==> src/mcid_params.svh <==
// offsets, field positions, constant values and timing for the id bank
`ifndef MCID_PARAMS_SVH
`define MCID_PARAMS_SVH

`define MCID_OFS_PORTS      12'hfd0
`define MCID_OFS_RSVD5      12'hfd4
`define MCID_OFS_RSVD6      12'hfd8
`define MCID_OFS_RSVD7      12'hfdc
`define MCID_OFS_ID0        12'hfe0
`define MCID_OFS_ID1        12'hfe4
`define MCID_OFS_ID2        12'hfe8
`define MCID_OFS_ID3        12'hfec
`define MCID_OFS_CONFIG     12'hfc0

`define MCID_PART_CODE      12'h5a5
`define MCID_MAKER_CODE     8'h3c
`define MCID_REVISION       4'h0
`define MCID_MEM_PORTS_M1   4'h9
`define MCID_STATIC_PRESENT 1'h1
`define MCID_BUS_WIDTH      3'h1
`define MCID_SLAVE_PORTS_M1 4'h9
`define MCID_RSVD_FILL      32'h0000_0000

`define MCID_ID_CFG_MSB     31
`define MCID_ID_REV_LSB     20
`define MCID_ID_MAKER_LSB   12
`define MCID_ID_PART_LSB    0

`define MCID_ACK_CYCLES     1

`endif

==> src/mcid_pkg.sv <==
// types for the identification register bank
package mcid_pkg;
	typedef enum logic [3:0] {
		MCID_SEL_NONE,
		MCID_SEL_ID0,
		MCID_SEL_ID1,
		MCID_SEL_ID2,
		MCID_SEL_ID3,
		MCID_SEL_PORTS,
		MCID_SEL_RSVD,
		MCID_SEL_CONFIG
	} mcid_sel_t;
endpackage : mcid_pkg

==> src/mcid_decode.sv <==
// address decoder selecting one identification register
`timescale 1ns/1ps
`include "mcid_params.svh"
module mcid_decode
	import mcid_pkg::*;
(
	input  wire logic [11:0] adr_i,
	output mcid_sel_t        sel_o
);
	always_comb begin
		case (adr_i)
			`MCID_OFS_ID0:    sel_o = MCID_SEL_ID0;
			`MCID_OFS_ID1:    sel_o = MCID_SEL_ID1;
			`MCID_OFS_ID2:    sel_o = MCID_SEL_ID2;
			`MCID_OFS_ID3:    sel_o = MCID_SEL_ID3;
			`MCID_OFS_PORTS:  sel_o = MCID_SEL_PORTS;
			`MCID_OFS_RSVD5:  sel_o = MCID_SEL_RSVD;
			`MCID_OFS_RSVD6:  sel_o = MCID_SEL_RSVD;
			`MCID_OFS_RSVD7:  sel_o = MCID_SEL_RSVD;
			`MCID_OFS_CONFIG: sel_o = MCID_SEL_CONFIG;
			default:          sel_o = MCID_SEL_NONE;
		endcase
	end
endmodule : mcid_decode

==> src/mcid_word.sv <==
// builds the conceptual 32-bit identifier from its fields
`timescale 1ns/1ps
`include "mcid_params.svh"
module mcid_word
	import mcid_pkg::*;
(
	input  wire logic [11:0] part_i,
	input  wire logic [7:0]  maker_i,
	input  wire logic [3:0]  rev_i,
	input  wire logic [7:0]  cfg_i,
	output logic      [31:0] id_o
);
	assign id_o = {cfg_i, rev_i, maker_i, part_i};
endmodule : mcid_word

==> src/mcid_regs.sv <==
// wishbone slave holding the hard-coded identification registers
//
// Summary of operation
// - port-count register low nibble is ports minus one, here nine.
// - reserved upper bits read undefined; software leaves them alone.
// - the three registers after the port count are fully reserved.
// - four read-only byte identifiers on consecutive words fe0 to fec.
// - bytes join to one word, lowest address lowest byte.
// - word holds config, revision, maker code, part code, top down.
// - first byte returns low eight bits of part code.
// - second byte: maker low nibble above part high nibble.
// - third byte: revision above maker high nibble.
// - fourth byte bit 7 set: static controller present.
// - fourth byte bits 6:4 give master bus width, here 64 bits.
// - fourth byte low nibble is slave ports minus one, here nine.
// - every value is a constant, unaffected by reset or programming.
//
// Our own choice: the Wishbone register port.
`timescale 1ns/1ps
`include "mcid_params.svh"
module mcid_regs
	import mcid_pkg::*;
#(
	parameter logic [11:0] PART_CODE  = `MCID_PART_CODE,
	parameter logic [7:0]  MAKER_CODE = `MCID_MAKER_CODE,
	parameter logic [3:0]  REVISION   = `MCID_REVISION
)(
	input  wire logic        clk_i,
	input  wire logic        rst_i,
	input  wire logic        cyc_i,
	input  wire logic        stb_i,
	input  wire logic        we_i,
	input  wire logic [31:0] adr_i,
	input  wire logic [3:0]  sel_i,
	input  wire logic [31:0] dat_i,
	output logic      [31:0] dat_o,
	output logic             ack_o,
	output logic             err_o,
	output logic             read_seen_o
);
	// part, maker and revision defaults are arbitrary neutral values

	// ----------------------------------------
	// identifier assembly
	// ----------------------------------------
	logic [7:0]  cfg_byte;
	logic [31:0] id_word;
	logic [7:0]  ports_byte;
	assign cfg_byte = {`MCID_STATIC_PRESENT, `MCID_BUS_WIDTH,
		`MCID_SLAVE_PORTS_M1};
	assign ports_byte = {4'h0, `MCID_MEM_PORTS_M1};

	mcid_word u_word (
		.part_i  (PART_CODE),
		.maker_i (MAKER_CODE),
		.rev_i   (REVISION),
		.cfg_i   (cfg_byte),
		.id_o    (id_word)
	);

	// ----------------------------------------
	// decode
	// ----------------------------------------
	mcid_sel_t sel;
	mcid_decode u_dec (
		.adr_i (adr_i[11:0]),
		.sel_o (sel)
	);

	// ----------------------------------------
	// bus slave
	// ----------------------------------------
	logic        ack_ff;
	logic        nxt_ack;
	logic [31:0] dat_ff;
	logic [31:0] nxt_dat;
	logic        seen_ff;
	logic        nxt_seen;
	logic        req;
	logic [31:0] rd_val;

	// one cycle ack, drops in the cycle after
	assign req = cyc_i & stb_i & ~ack_ff;

	always_comb begin
		rd_val = 32'h0000_0000;
		case (sel)
			MCID_SEL_ID0: rd_val = {24'h0, id_word[7:0]};
			MCID_SEL_ID1: rd_val = {24'h0, id_word[15:8]};
			MCID_SEL_ID2: rd_val = {24'h0, id_word[23:16]};
			MCID_SEL_ID3: rd_val = {24'h0, id_word[31:24]};
			MCID_SEL_PORTS: rd_val = {24'h0, ports_byte};
			MCID_SEL_RSVD: rd_val = `MCID_RSVD_FILL;
			MCID_SEL_CONFIG: rd_val = id_word;
			default: rd_val = 32'h0000_0000;
		endcase
	end

	always_comb begin
		nxt_ack  = req;
		nxt_dat  = dat_ff;
		nxt_seen = seen_ff;
		if (req && !we_i) begin
			nxt_dat  = rd_val;
			nxt_seen = 1'b1;
		end
	end

	// constants, reset only clears bus state
	always_ff @(posedge clk_i) begin
		if (rst_i) begin
			ack_ff  <= 1'b0;
			dat_ff  <= 32'h0000_0000;
			seen_ff <= 1'b0;
		end else begin
			ack_ff  <= nxt_ack;
			dat_ff  <= nxt_dat;
			seen_ff <= nxt_seen;
		end
	end

	assign ack_o       = ack_ff;
	// unmapped and write accesses are acked, never errored
	assign err_o       = 1'b0;
	assign dat_o       = dat_ff;
	assign read_seen_o = seen_ff;
endmodule : mcid_regs

==> config.mk <==
export PLATFORM = sky130hd
export DESIGN_NAME = mcid_regs
export DESIGN_NICKNAME = d
export VERILOG_FILES = /design/src/mcid_pkg.sv /design/src/mcid_decode.sv /design/src/mcid_word.sv /design/src/mcid_regs.sv
export VERILOG_INCLUDE_DIRS = /design/src /design/src/src
export SDC_FILE = /design/constraint.sdc
export NUM_CORES = 1
export LEC_CHECK = 0
export ABC_AREA = 1
export BUFFER_PORTS_ARGS = -buffer_cell sky130_fd_sc_hd__buf_2
export CORE_AREA = 3 3 60 62
export DETAILED_ROUTE_END_ITERATION = 8
export DIE_AREA = 0 0 63 65
export PLACE_DENSITY = 0.74
export REMOVE_ABC_BUFFERS = 1
export SYNTH_ARGS = -nofsm -noshare
export SYNTH_HDL_FRONTEND = slang
export SYNTH_SLANG_ARGS = --single-unit
==> constraint.sdc <==
create_clock -name clk_i -period 1.2 [get_ports clk_i]
set_input_delay 0.12 -clock clk_i [delete_from_list [all_inputs] [get_ports clk_i]]
set_output_delay 0.12 -clock clk_i [all_outputs]
set_load 0.01 [all_outputs]
### After elaboration in Yosys (flattened, before gate mapping)

Index checks and enable logic that the tools add are counted.

* output and inout port bits: 35
* flip-flop bits (word level): 34
* word-level logic and storage cells: 26

* reduce and logical (&&, ||, !) cells: 3
* bitwise logic cells: 3
* multiplexer cells: 2
* eq/ne operators: 15

Operator list (number)
* $pmux 32 s6: 1
* $eq 12x12->1 const B: 9
* $pmux 3 s7: 1
* $eq 4x3->1 const B: 3
* $eq 4x2->1 const B: 2
* $eq 4x1->1 const B: 1
* $reduce_or 3->1: 1
* $and 1x1->1: 2
* $logic_and 1x1->1: 1
* $logic_not 1->1: 1
* $not 1->1: 1

### Logic depth before layout (Yosys ltp)

Gate-level depths: netlist of run 1.

* word-level depth: 5
* depth in mapped cells: 11
* depth with buffers taken out: 11

### Cells and area by module

A second synthesis of run 1 with hierarchy kept.

* cell total of the unflattened synthesis: 329
* area, all modules: 2124.5 um2

Modules (own cells, without submodules)
* mcid_regs: cells each 255, sequential area each 680.7 um2, area an instance 1686.6 um2, times used 1
* mcid_word: cells each 32, sequential area each 0.0 um2, area an instance 240.2 um2, times used 1
* mcid_decode: cells each 42, sequential area each 0.0 um2, area an instance 197.7 um2, times used 1

### Worst setup path before layout of run 1

No wires, ideal clock.

* path kind: flip-flop to flip-flop
* from: register ack_ff (netlist: ack_o)
* to: register dat_ff[0] (netlist: dat_o[0])
* period minus slack after synthesis: 1210 ps
* arrival: 1101 ps
* required time: 1091 ps
* cell stages (with the launch flop): 7
* path slack: -10 ps
* cell sequence: dfxtp_1 -> nor4_4 -> inv_1 -> nand2_1 -> nand3_1 -> nand2_1 -> inv_1

* longest elaborated chain between the ends: 3

Ends and longest elaborated chain
* start, declared: line mcid_regs.sv:73 `logic ack_ff;`
* start signal, assigned: line mcid_regs.sv:116 `ack_ff <= nxt_ack;`
* $not 1->1: line mcid_regs.sv:83 `assign req = cyc_i & stb_i & ~ack_ff;`
* $and 1x1->1: line mcid_regs.sv:83
* $logic_and 1x1->1: line mcid_regs.sv:103 `if (req && !we_i) begin`
* end signal, assigned: line mcid_regs.sv:117 `dat_ff <= nxt_dat;`
* end, declared: line mcid_regs.sv:75 `logic [31:0] dat_ff;`

Every way passes these cells.
A chain may end at the register's enable or synchronous reset.

### Final worst setup path of run 1

Ends and elaborated chain as after synthesis.

==> results.ini, run 1 <==
[die]
rows=20
die_w_um=63
start_util_pct=29.7
core_region_area_sq_um=3080
num_io_pins=108
die-area_sq_um=4100
die_h_um=65

[placement]
gp_congestion=0.729
dpl.cell_count=201
post-dp-hpwl_um=1500
dpl_worst_slack_ns=-0.000270
place_area_sq_um=1030
io_buffers=36

[status]
outcome=complete, no violations

[synth]
synthArstFlopShare_pct=0
yosysSeqAreaShare_pct=24.1
yosysWarnings=0
avgSynthCellArea_sq_um=7.08
synth.distinct_cells=25
ys_top_cells_by_area=dfxtp_1 24%, buf_4 20%, nand2_1 9.0%, a21oi_1 4.9%, nand3_1 4.9%
ys_ff_latch=11
yosysTopAreaCellShare_pct=24.1
yosysMostFrequentCell=buf_4
synthFlopType=dfxtp_1
synth_edf_count=0
synth_cells=129
synth_area_leader_cell=dfxtp_1
synth_area_sq_um=913
yosys-top-cells-count=24 x buf_4, 22 x nand2_1, 12 x nor2_1

[pwr]
ir_drop_uv=352
power_density_nw_per_um2=778
total_power_uw=849
power.leakage_uw=0.000602

[cts]
path_clk_slew_ns=0.08
cts_tree=yes
numCtsBuffers=3
holdBufCountCts=0
cts.sinks=11
clock-root-buffer=clkbuf_4
cts_max_level=1
clk_path_buf_depth=2
clk_latency_ns=0.29

[route]
drtIter0Drc=8
drt_pass1_iterations=4
vias=836
wl_um=1920
postRouteAntennaNets=0
drc=0
routed_via_density=4.04
wl_per_cell_um=9.28

[setup_path]
critPathMaxFanout=5
critPathRequiredTime_ns=1.44
cp-start-kind=register
cp.arrival_ns=1.38
end_kind=register
ff2ff_path_depth=7
critPathKind=reg2reg

[hold_path]
hold_path.class=in2reg
hold_depth=2

[grt]
antenna_found_initial=0
grt_max_degree=12
grt_pass1_vias=745
gr-total-overflow=0
grt_pass1_wl_um=3020
track_usage_pct=9.20

[sta]
hold_ws_ns=0.0895
slew_viol_final=0
hold_viol_final=0
setup_ws_ns=0.0619
setup_viol=0
fin_skew_ns=0.00481
post-route-period-util_pct=94.8
fmax_ghz=0.879
min_period_ns=1.14

[final_layout]
final_nets=237
regArea_sq_um=221
fin_cells=207
drive_gt1_share_pct=46.0
final_area_sq_um=1090
n_antenna_cell=0
area_growth_pct=19.5
multi_input_area_sq_um=508
n_fill_cell=359

[job]
drv_cap=0

## sequential cells by signal, summed over array words and instances (netlist names)
signal / count
read_seen_o: 1
dat_o: 9
ack_o: 1
## critical path: stages, from the launching register on
cell and delay, ns:
dfxtp_2 0.34, nor4_4 0.23, buf_4 0.18, buf_4 0.13, nand2_2 0.06, nand3_2 0.07, nand2_1 0.05, inv_1 0.04
## repair_timing
item	CTS	global route
buffers inserted	0	1
hold endpoints to repair	0	0
cloned	0	1
endpoints found under the setup margin	1	10
gates resized for setup	1	6
pin swaps	0	4
## power by group
group	leakage (uW)	total [uW]	internal (uW)	switching (uW)
Sequential	0.0000897	383	375	8.05
Clock	0.0000177	274	124	150
Combinational	0.000494	192	68.4	124
Total	0.000602	849	567	282
## kinds of logic (layout without fill, tap and decap cells)
group | Yosys count | in the layout | synth area share (%)
flip-flops | 11 | 11 | 24.1
AO/OA/AOI/OAI | 13 | 13 | 7.12
other | 1 | 15 | 0.411
buffers and inverters | 41 | 61 | 27.5
AND/OR/NAND/NOR | 63 | 63 | 40.8
## cells in the final DEF, fill, tap and decap left out, types with 7 or more instances in the layout
| cell | Yosys | layout |
|---|---|---|
| nand2_1 | 22 | 20 |
| conb_1 | 1 | 15 |
| buf_2 | 0 | 37 |
| dfxtp_1 | 11 | 10 |
| inv_2 | 6 | 7 |
| a21oi_1 | 9 | 8 |
| nand3_1 | 9 | 8 |
| nor2_1 | 12 | 12 |
| inv_1 | 9 | 8 |
| nand2_2 | 7 | 9 |
## cell type report
type                            count  area share, %
Multi-Input combinational cell     91           46.6
Sequential cell                    11           20.3
Timing Repair Buffer               41           20.1
Inverter                           16           5.50
Tap cell                           44           5.05
Clock buffer                        3           2.06
Clock inverter                      1          0.459
## path summary, 6_finish.rpt
check / slack (ns) / from / end
worst max-delay path: 0.06 / ack_o / dat_o[0]
worst min-delay path: 0.09 / rst_i / dat_o[5]
worst max register to register: 0.06 / ack_o / dat_o[0]
worst min register to register: 0.46 / ack_o / ack_o
## metrics by stage
step | TNS, ns | utilization (%)
6_report | 0 | 35.4
2_1_floorplan | -0.913 | -
4_1_cts | 0 | 34.4
3_5_place_dp | -0.000270 | 33.5
5_1_grt | -0.0431 | 35.4
3_3_place_gp | 0 | 33.5
## routing by layer
metal / global-route usage [%] / routed length [um]
met4: 4.68 / 30
met3: 3.29 / 180
met5: 0 / 0
met1: 9.93 / 762
met2: 15.8 / 948
Note: power is estimated with default switching activity, not from simulation.
==> run 2: changes to the inputs <==
--- a/config.mk
+++ b/config.mk
@@ -8,10 +8,10 @@
 export LEC_CHECK = 0
 export ABC_AREA = 1
 export BUFFER_PORTS_ARGS = -buffer_cell sky130_fd_sc_hd__buf_2
-export CORE_AREA = 3 3 60 62
+export CORE_AREA = 3 3 57 59
 export DETAILED_ROUTE_END_ITERATION = 8
-export DIE_AREA = 0 0 63 65
-export PLACE_DENSITY = 0.74
+export DIE_AREA = 0 0 60 62
+export PLACE_DENSITY = 0.78
 export REMOVE_ABC_BUFFERS = 1
 export SYNTH_ARGS = -nofsm -noshare
 export SYNTH_HDL_FRONTEND = slang
==> constraint.sdc (replaced) <==
create_clock -name clk_i -period 1.3 [get_ports clk_i]
set_input_delay 0.13 -clock clk_i [delete_from_list [all_inputs] [get_ports clk_i]]
set_output_delay 0.13 -clock clk_i [all_outputs]
set_load 0.01 [all_outputs]
==> run 2 against run 1 <==
Compared with the run above:
- combinational power is 11% lower
- global-route usage grew 0.99 points
- final cell count down 7.7%
- highest routed layer unchanged
- clock-buffer cell count grew 1
- final area decreased by 4.8%
- critical path depth did not move
- sequential power shrank 7.8%
- maximum frequency decreased by 4.4%
- clock skew up 0.0025 ns
- flip-flop and latch count unchanged
- via count decreased by 2.0%
- largest cell class unchanged
- sequential share of layout area up 0.91 points
==> results.ini, run 2 (synthesized netlist as in run 1, its figures left out) <==
[status]
outcome=complete, no violations

[die]
start_util_pct=33.1
core_region_area_sq_um=2760
rows=19
die_h_um=62
num_io_pins=108
die_w_um=60
die-area_sq_um=3720

[grt]
grtUsageMet1_pct=10.7
grtUsageMet3_pct=4.13
grt_max_degree=12
grtUsageMet2_pct=17.3
antenna_found_initial=0
track_usage_pct=10.2
top_usage_layer=met2
grt_pass1_vias=724
gr-total-overflow=0
grt_pass1_wl_um=2830

[cts]
path_clk_slew_ns=0.07
cts_tree=yes
cts_setup_buffers=0
clock-root-buffer=clkbuf_4
cts.sinks=11
numCtsBuffers=3
cts_max_level=1
clk_path_buf_depth=2
clk_latency_ns=0.27

[setup_path]
rrSetupSlack_ns=0.11
critPathMaxFanout=10
cp-start-kind=register
critPathKind=reg2reg
critPathLaunch=ack_o
critPathRequiredTime_ns=1.47
cp.arrival_ns=1.36
end_kind=register
r2r-start=ack_o

[final_layout]
drive_gt1_share_pct=40.6
final_nets=234
fin_util_pct=37.7
n_fill_cell=299
layout_commonest_cell=buf_2
final_cell_mix=36 x buf_2, 22 x nand2_1, 15 x conb_1
area_growth_pct=13.7
n_antenna_cell=0
multi_input_area_sq_um=494
regArea_sq_um=220
fin_cells=191
largest_reg_flops=9

[hold_path]
min-delay-start=rst_i
hold_path.class=in2reg

[pwr]
power_density_nw_per_um2=719
power.leakage_uw=0.000574
ir_drop_uv=585

[placement]
io_buffers=36
dpl.cell_count=187
post-dp-hpwl_um=1460
gp_congestion=0.764

[sta]
fin_skew_ns=0.00727
slew_viol_final=0
post-route-period-util_pct=91.5
min_period_ns=1.19
rsz0062_at_grt=false
setup_viol=0
tns_ns=0
hold_viol_final=0
fmax_ghz=0.840

[route]
drtIter0Drc=8
wl_per_cell_um=8.76
wl_um=1670
vias=819
postRouteAntennaNets=0
drt_pass1_iterations=4
drc=0
routed_via_density=4.29

[job]
drv_cap=0

==> run 2: critical path: stages, from the launching register on <==
cell and delay (ns):
dfxtp_1 0.34, nor4_4 0.29, buf_6 0.17, inv_1 0.09, nand2_1 0.07, nand3_1 0.07
nand2_1 0.06, inv_1 0.03
==> run 2: through the flow <==
stage / total power (uW) / hold slack [ns] / instance area [sq um] / setup slack [ns]
after global placement: 528 / 0.390 / 1010 / 0.0880
after global routing: 803 / 0.122 / 1040 / 0.0160
after detailed placement: 531 / 0.392 / 1010 / 0.0845
final: 747 / 0.115 / 1040 / 0.110
after CTS: 758 / 0.103 / 1030 / 0.0790
after floorplan: 462 / 0.199 / 774 / -0.135
==> run 2: path summary, 6_finish.rpt <==
| check | to | cells after the start |
|---|---|---|
| worst max-delay path | dat_o[0] | 7 |
| worst min-delay path | dat_o[5] | 2 |
| worst max register to register | dat_o[0] | 7 |
| worst min register to register | dat_o[5] | 2 |
==> run 2: timing repair <==
item	in CTS	in global routing
resized for setup	0	1
setup endpoints to repair	0	2
hold buffers	0	0
==> run 2: where the power goes <==
part,switching [uW],leakage (uW),internal (uW)
Clock,104,0.0000150,118
Sequential,6.91,0.0000893,346
Combinational,111,0.000470,59.8
Total,222,0.000574,524
==> run 2: final cells by class <==
| class | count | share of cell area [%] |
|---|---|---|
| Multi-Input combinational cell | 91 | 47.6 |
| Sequential cell | 11 | 21.2 |
| Timing Repair Buffer | 38 | 19.2 |
| Clock buffer | 4 | 2.53 |
| Inverter | 16 | 5.78 |
| Tap cell | 31 | 3.73 |
==> run 2: metal layers <==
metal,part of all wire (%),routed length [um]
met1,39,646
met2,49,815
met3,11,185
met4,1.6,27
met5,0,0
==> run 3: changes to the inputs <==
--- a/config.mk
+++ b/config.mk
@@ -8,9 +8,9 @@
 export LEC_CHECK = 0
 export ABC_AREA = 1
 export BUFFER_PORTS_ARGS = -buffer_cell sky130_fd_sc_hd__buf_2
-export CORE_AREA = 3 3 57 59
+export CORE_AREA = 3 3 67 51
 export DETAILED_ROUTE_END_ITERATION = 8
-export DIE_AREA = 0 0 60 62
+export DIE_AREA = 0 0 70 54
 export PLACE_DENSITY = 0.78
 export REMOVE_ABC_BUFFERS = 1
 export SYNTH_ARGS = -nofsm -noshare
==> run 3 against run 2 <==
Compared with the run above:
- non-clock buffer count increased by 1
- clock-buffer cell count unchanged
- critical path depth decreased by 1
- flip-flop and latch count unchanged
- maximum frequency about the same
- final cell count increased by 3.1%
- clock skew decreased by 0.0036 ns
- via count increased by 0.61%
- worst hold slack improved by 0.036 ns
- first-iteration DRC count increased by 38%
==> results.ini, run 3 (synthesized netlist as in run 1, its figures left out) <==
[setup_path]
path_buf_inv=2
critPathRequiredTime_ns=1.43
critPathMaxFanout=5
slowest_stage=nor4_4
cp.arrival_ns=1.32
cp-start-kind=register
cp_cell_sequence=nor4_4 -> inv_2 -> nand2_1 -> nand3_1 -> nand2_1 -> inv_1
cpLargestDelayFamily=simple AND/OR/NAND/NOR gates
worst_path_most_repeated_cell=nand2_1
critPathKind=reg2reg
end_kind=register
max_stage_delay_ns=0.39

[job]
drv_cap=0

[sta]
fin_skew_ns=0.00367
rsz0062_at_grt=false
tns_ns=0
setup_viol=0
slew_viol_final=0
min_period_ns=1.19
fmax_ghz=0.840
post-route-period-util_pct=91.5
hold_viol_final=0

[final_layout]
largest_reg_flops=9
final_cell_mix=36 x buf_2, 22 x nand2_1, 15 x conb_1
n_antenna_cell=0
layout_commonest_cell=buf_2
n_fill_cell=301
area_growth_pct=17.0
final_nets=235
drive_gt1_share_pct=42.2

[grt]
track_usage_pct=9.25
grt_max_degree=12
gr-total-overflow=0
antenna_found_initial=0
grt_pass1_wl_um=2700
grt_pass1_vias=660

[route]
drt_pass1_iterations=4
drtIter0Drc=11
wl_per_cell_um=8.94
drc=0
routed_via_density=4.18
vias=824
postRouteAntennaNets=0
wl_um=1760

[pwr]
power_density_nw_per_um2=805
power.leakage_uw=0.000587
ir_drop_uv=482
total_power_uw=860

[status]
outcome=complete, no violations

[cts]
clock-root-buffer=clkbuf_8
post_cts_resized=0
cts_setup_buffers=0
holdBufCountCts=0
clk_latency_ns=0.24
cts.sinks=11
path_clk_slew_ns=0.05
cts_max_level=1
clk_path_buf_depth=2
numCtsBuffers=3
cts_tree=yes

[die]
die-area_sq_um=3780
die_h_um=54
die_w_um=70
rows=16
start_util_pct=33.1
num_io_pins=108
core_region_area_sq_um=2760

[placement]
gp_congestion=0.829
post-dp-hpwl_um=1510
io_buffers=36

[hold_path]
hold_path.class=in2reg

==> run 3: cell type report <==
class,instances,area (sq um),area share [%]
multi-input combinational,91,494,46.3
sequential,11,221,20.7
timing repair buffer,39,203,19.0
inverter,16,60.1,5.62
clock buffer,4,45.0,4.22
tap,36,45.0,4.22
==> run 3: metrics by stage <==
step	setup WS (ns)	hold slack, ns	util [%]	instances	cell area (sq um)
after floorplan	-0.135	0.199	-	118	774
after global routing	0.0117	0.159	38.7	197	1070
after detailed placement	0.0307	0.403	37.0	193	1020
final	0.110	0.151	38.7	197	1070
after global placement	0.0617	0.393	37.0	193	1020
after CTS	0.0106	0.149	38.6	197	1070
==> run 3: per-layer routing <==
| metal | vias up | global-route usage (%) | part of all wire [%] |
|---|---|---|---|
| met1 | 358 | 11.8 | 47 |
| li1 | 431 | - | - |
| met4 | 0 | 2.87 | 0.68 |
| met5 | - | 0 | 0 |
| met3 | 2 | 3.92 | 8.9 |
| met2 | 33 | 14.3 | 44 |
==> run 3: worst paths after layout <==
check	slack, ns	endpoint	from	depth (start not counted)
setup / recovery	0.11	dat_o[0]	ack_o	6
hold / removal	0.15	dat_o[6]	rst_i	2
setup reg to reg	0.11	dat_o[0]	ack_o	6
hold reg to reg	0.46	ack_o	ack_o	1
==> run 3: power breakdown <==
group | switching, uW | internal [uW] | leakage [uW]
combinational | 111 | 60.5 | 0.000474
sequential | 7.92 | 347 | 0.0000897
clock | 119 | 214 | 0.0000228
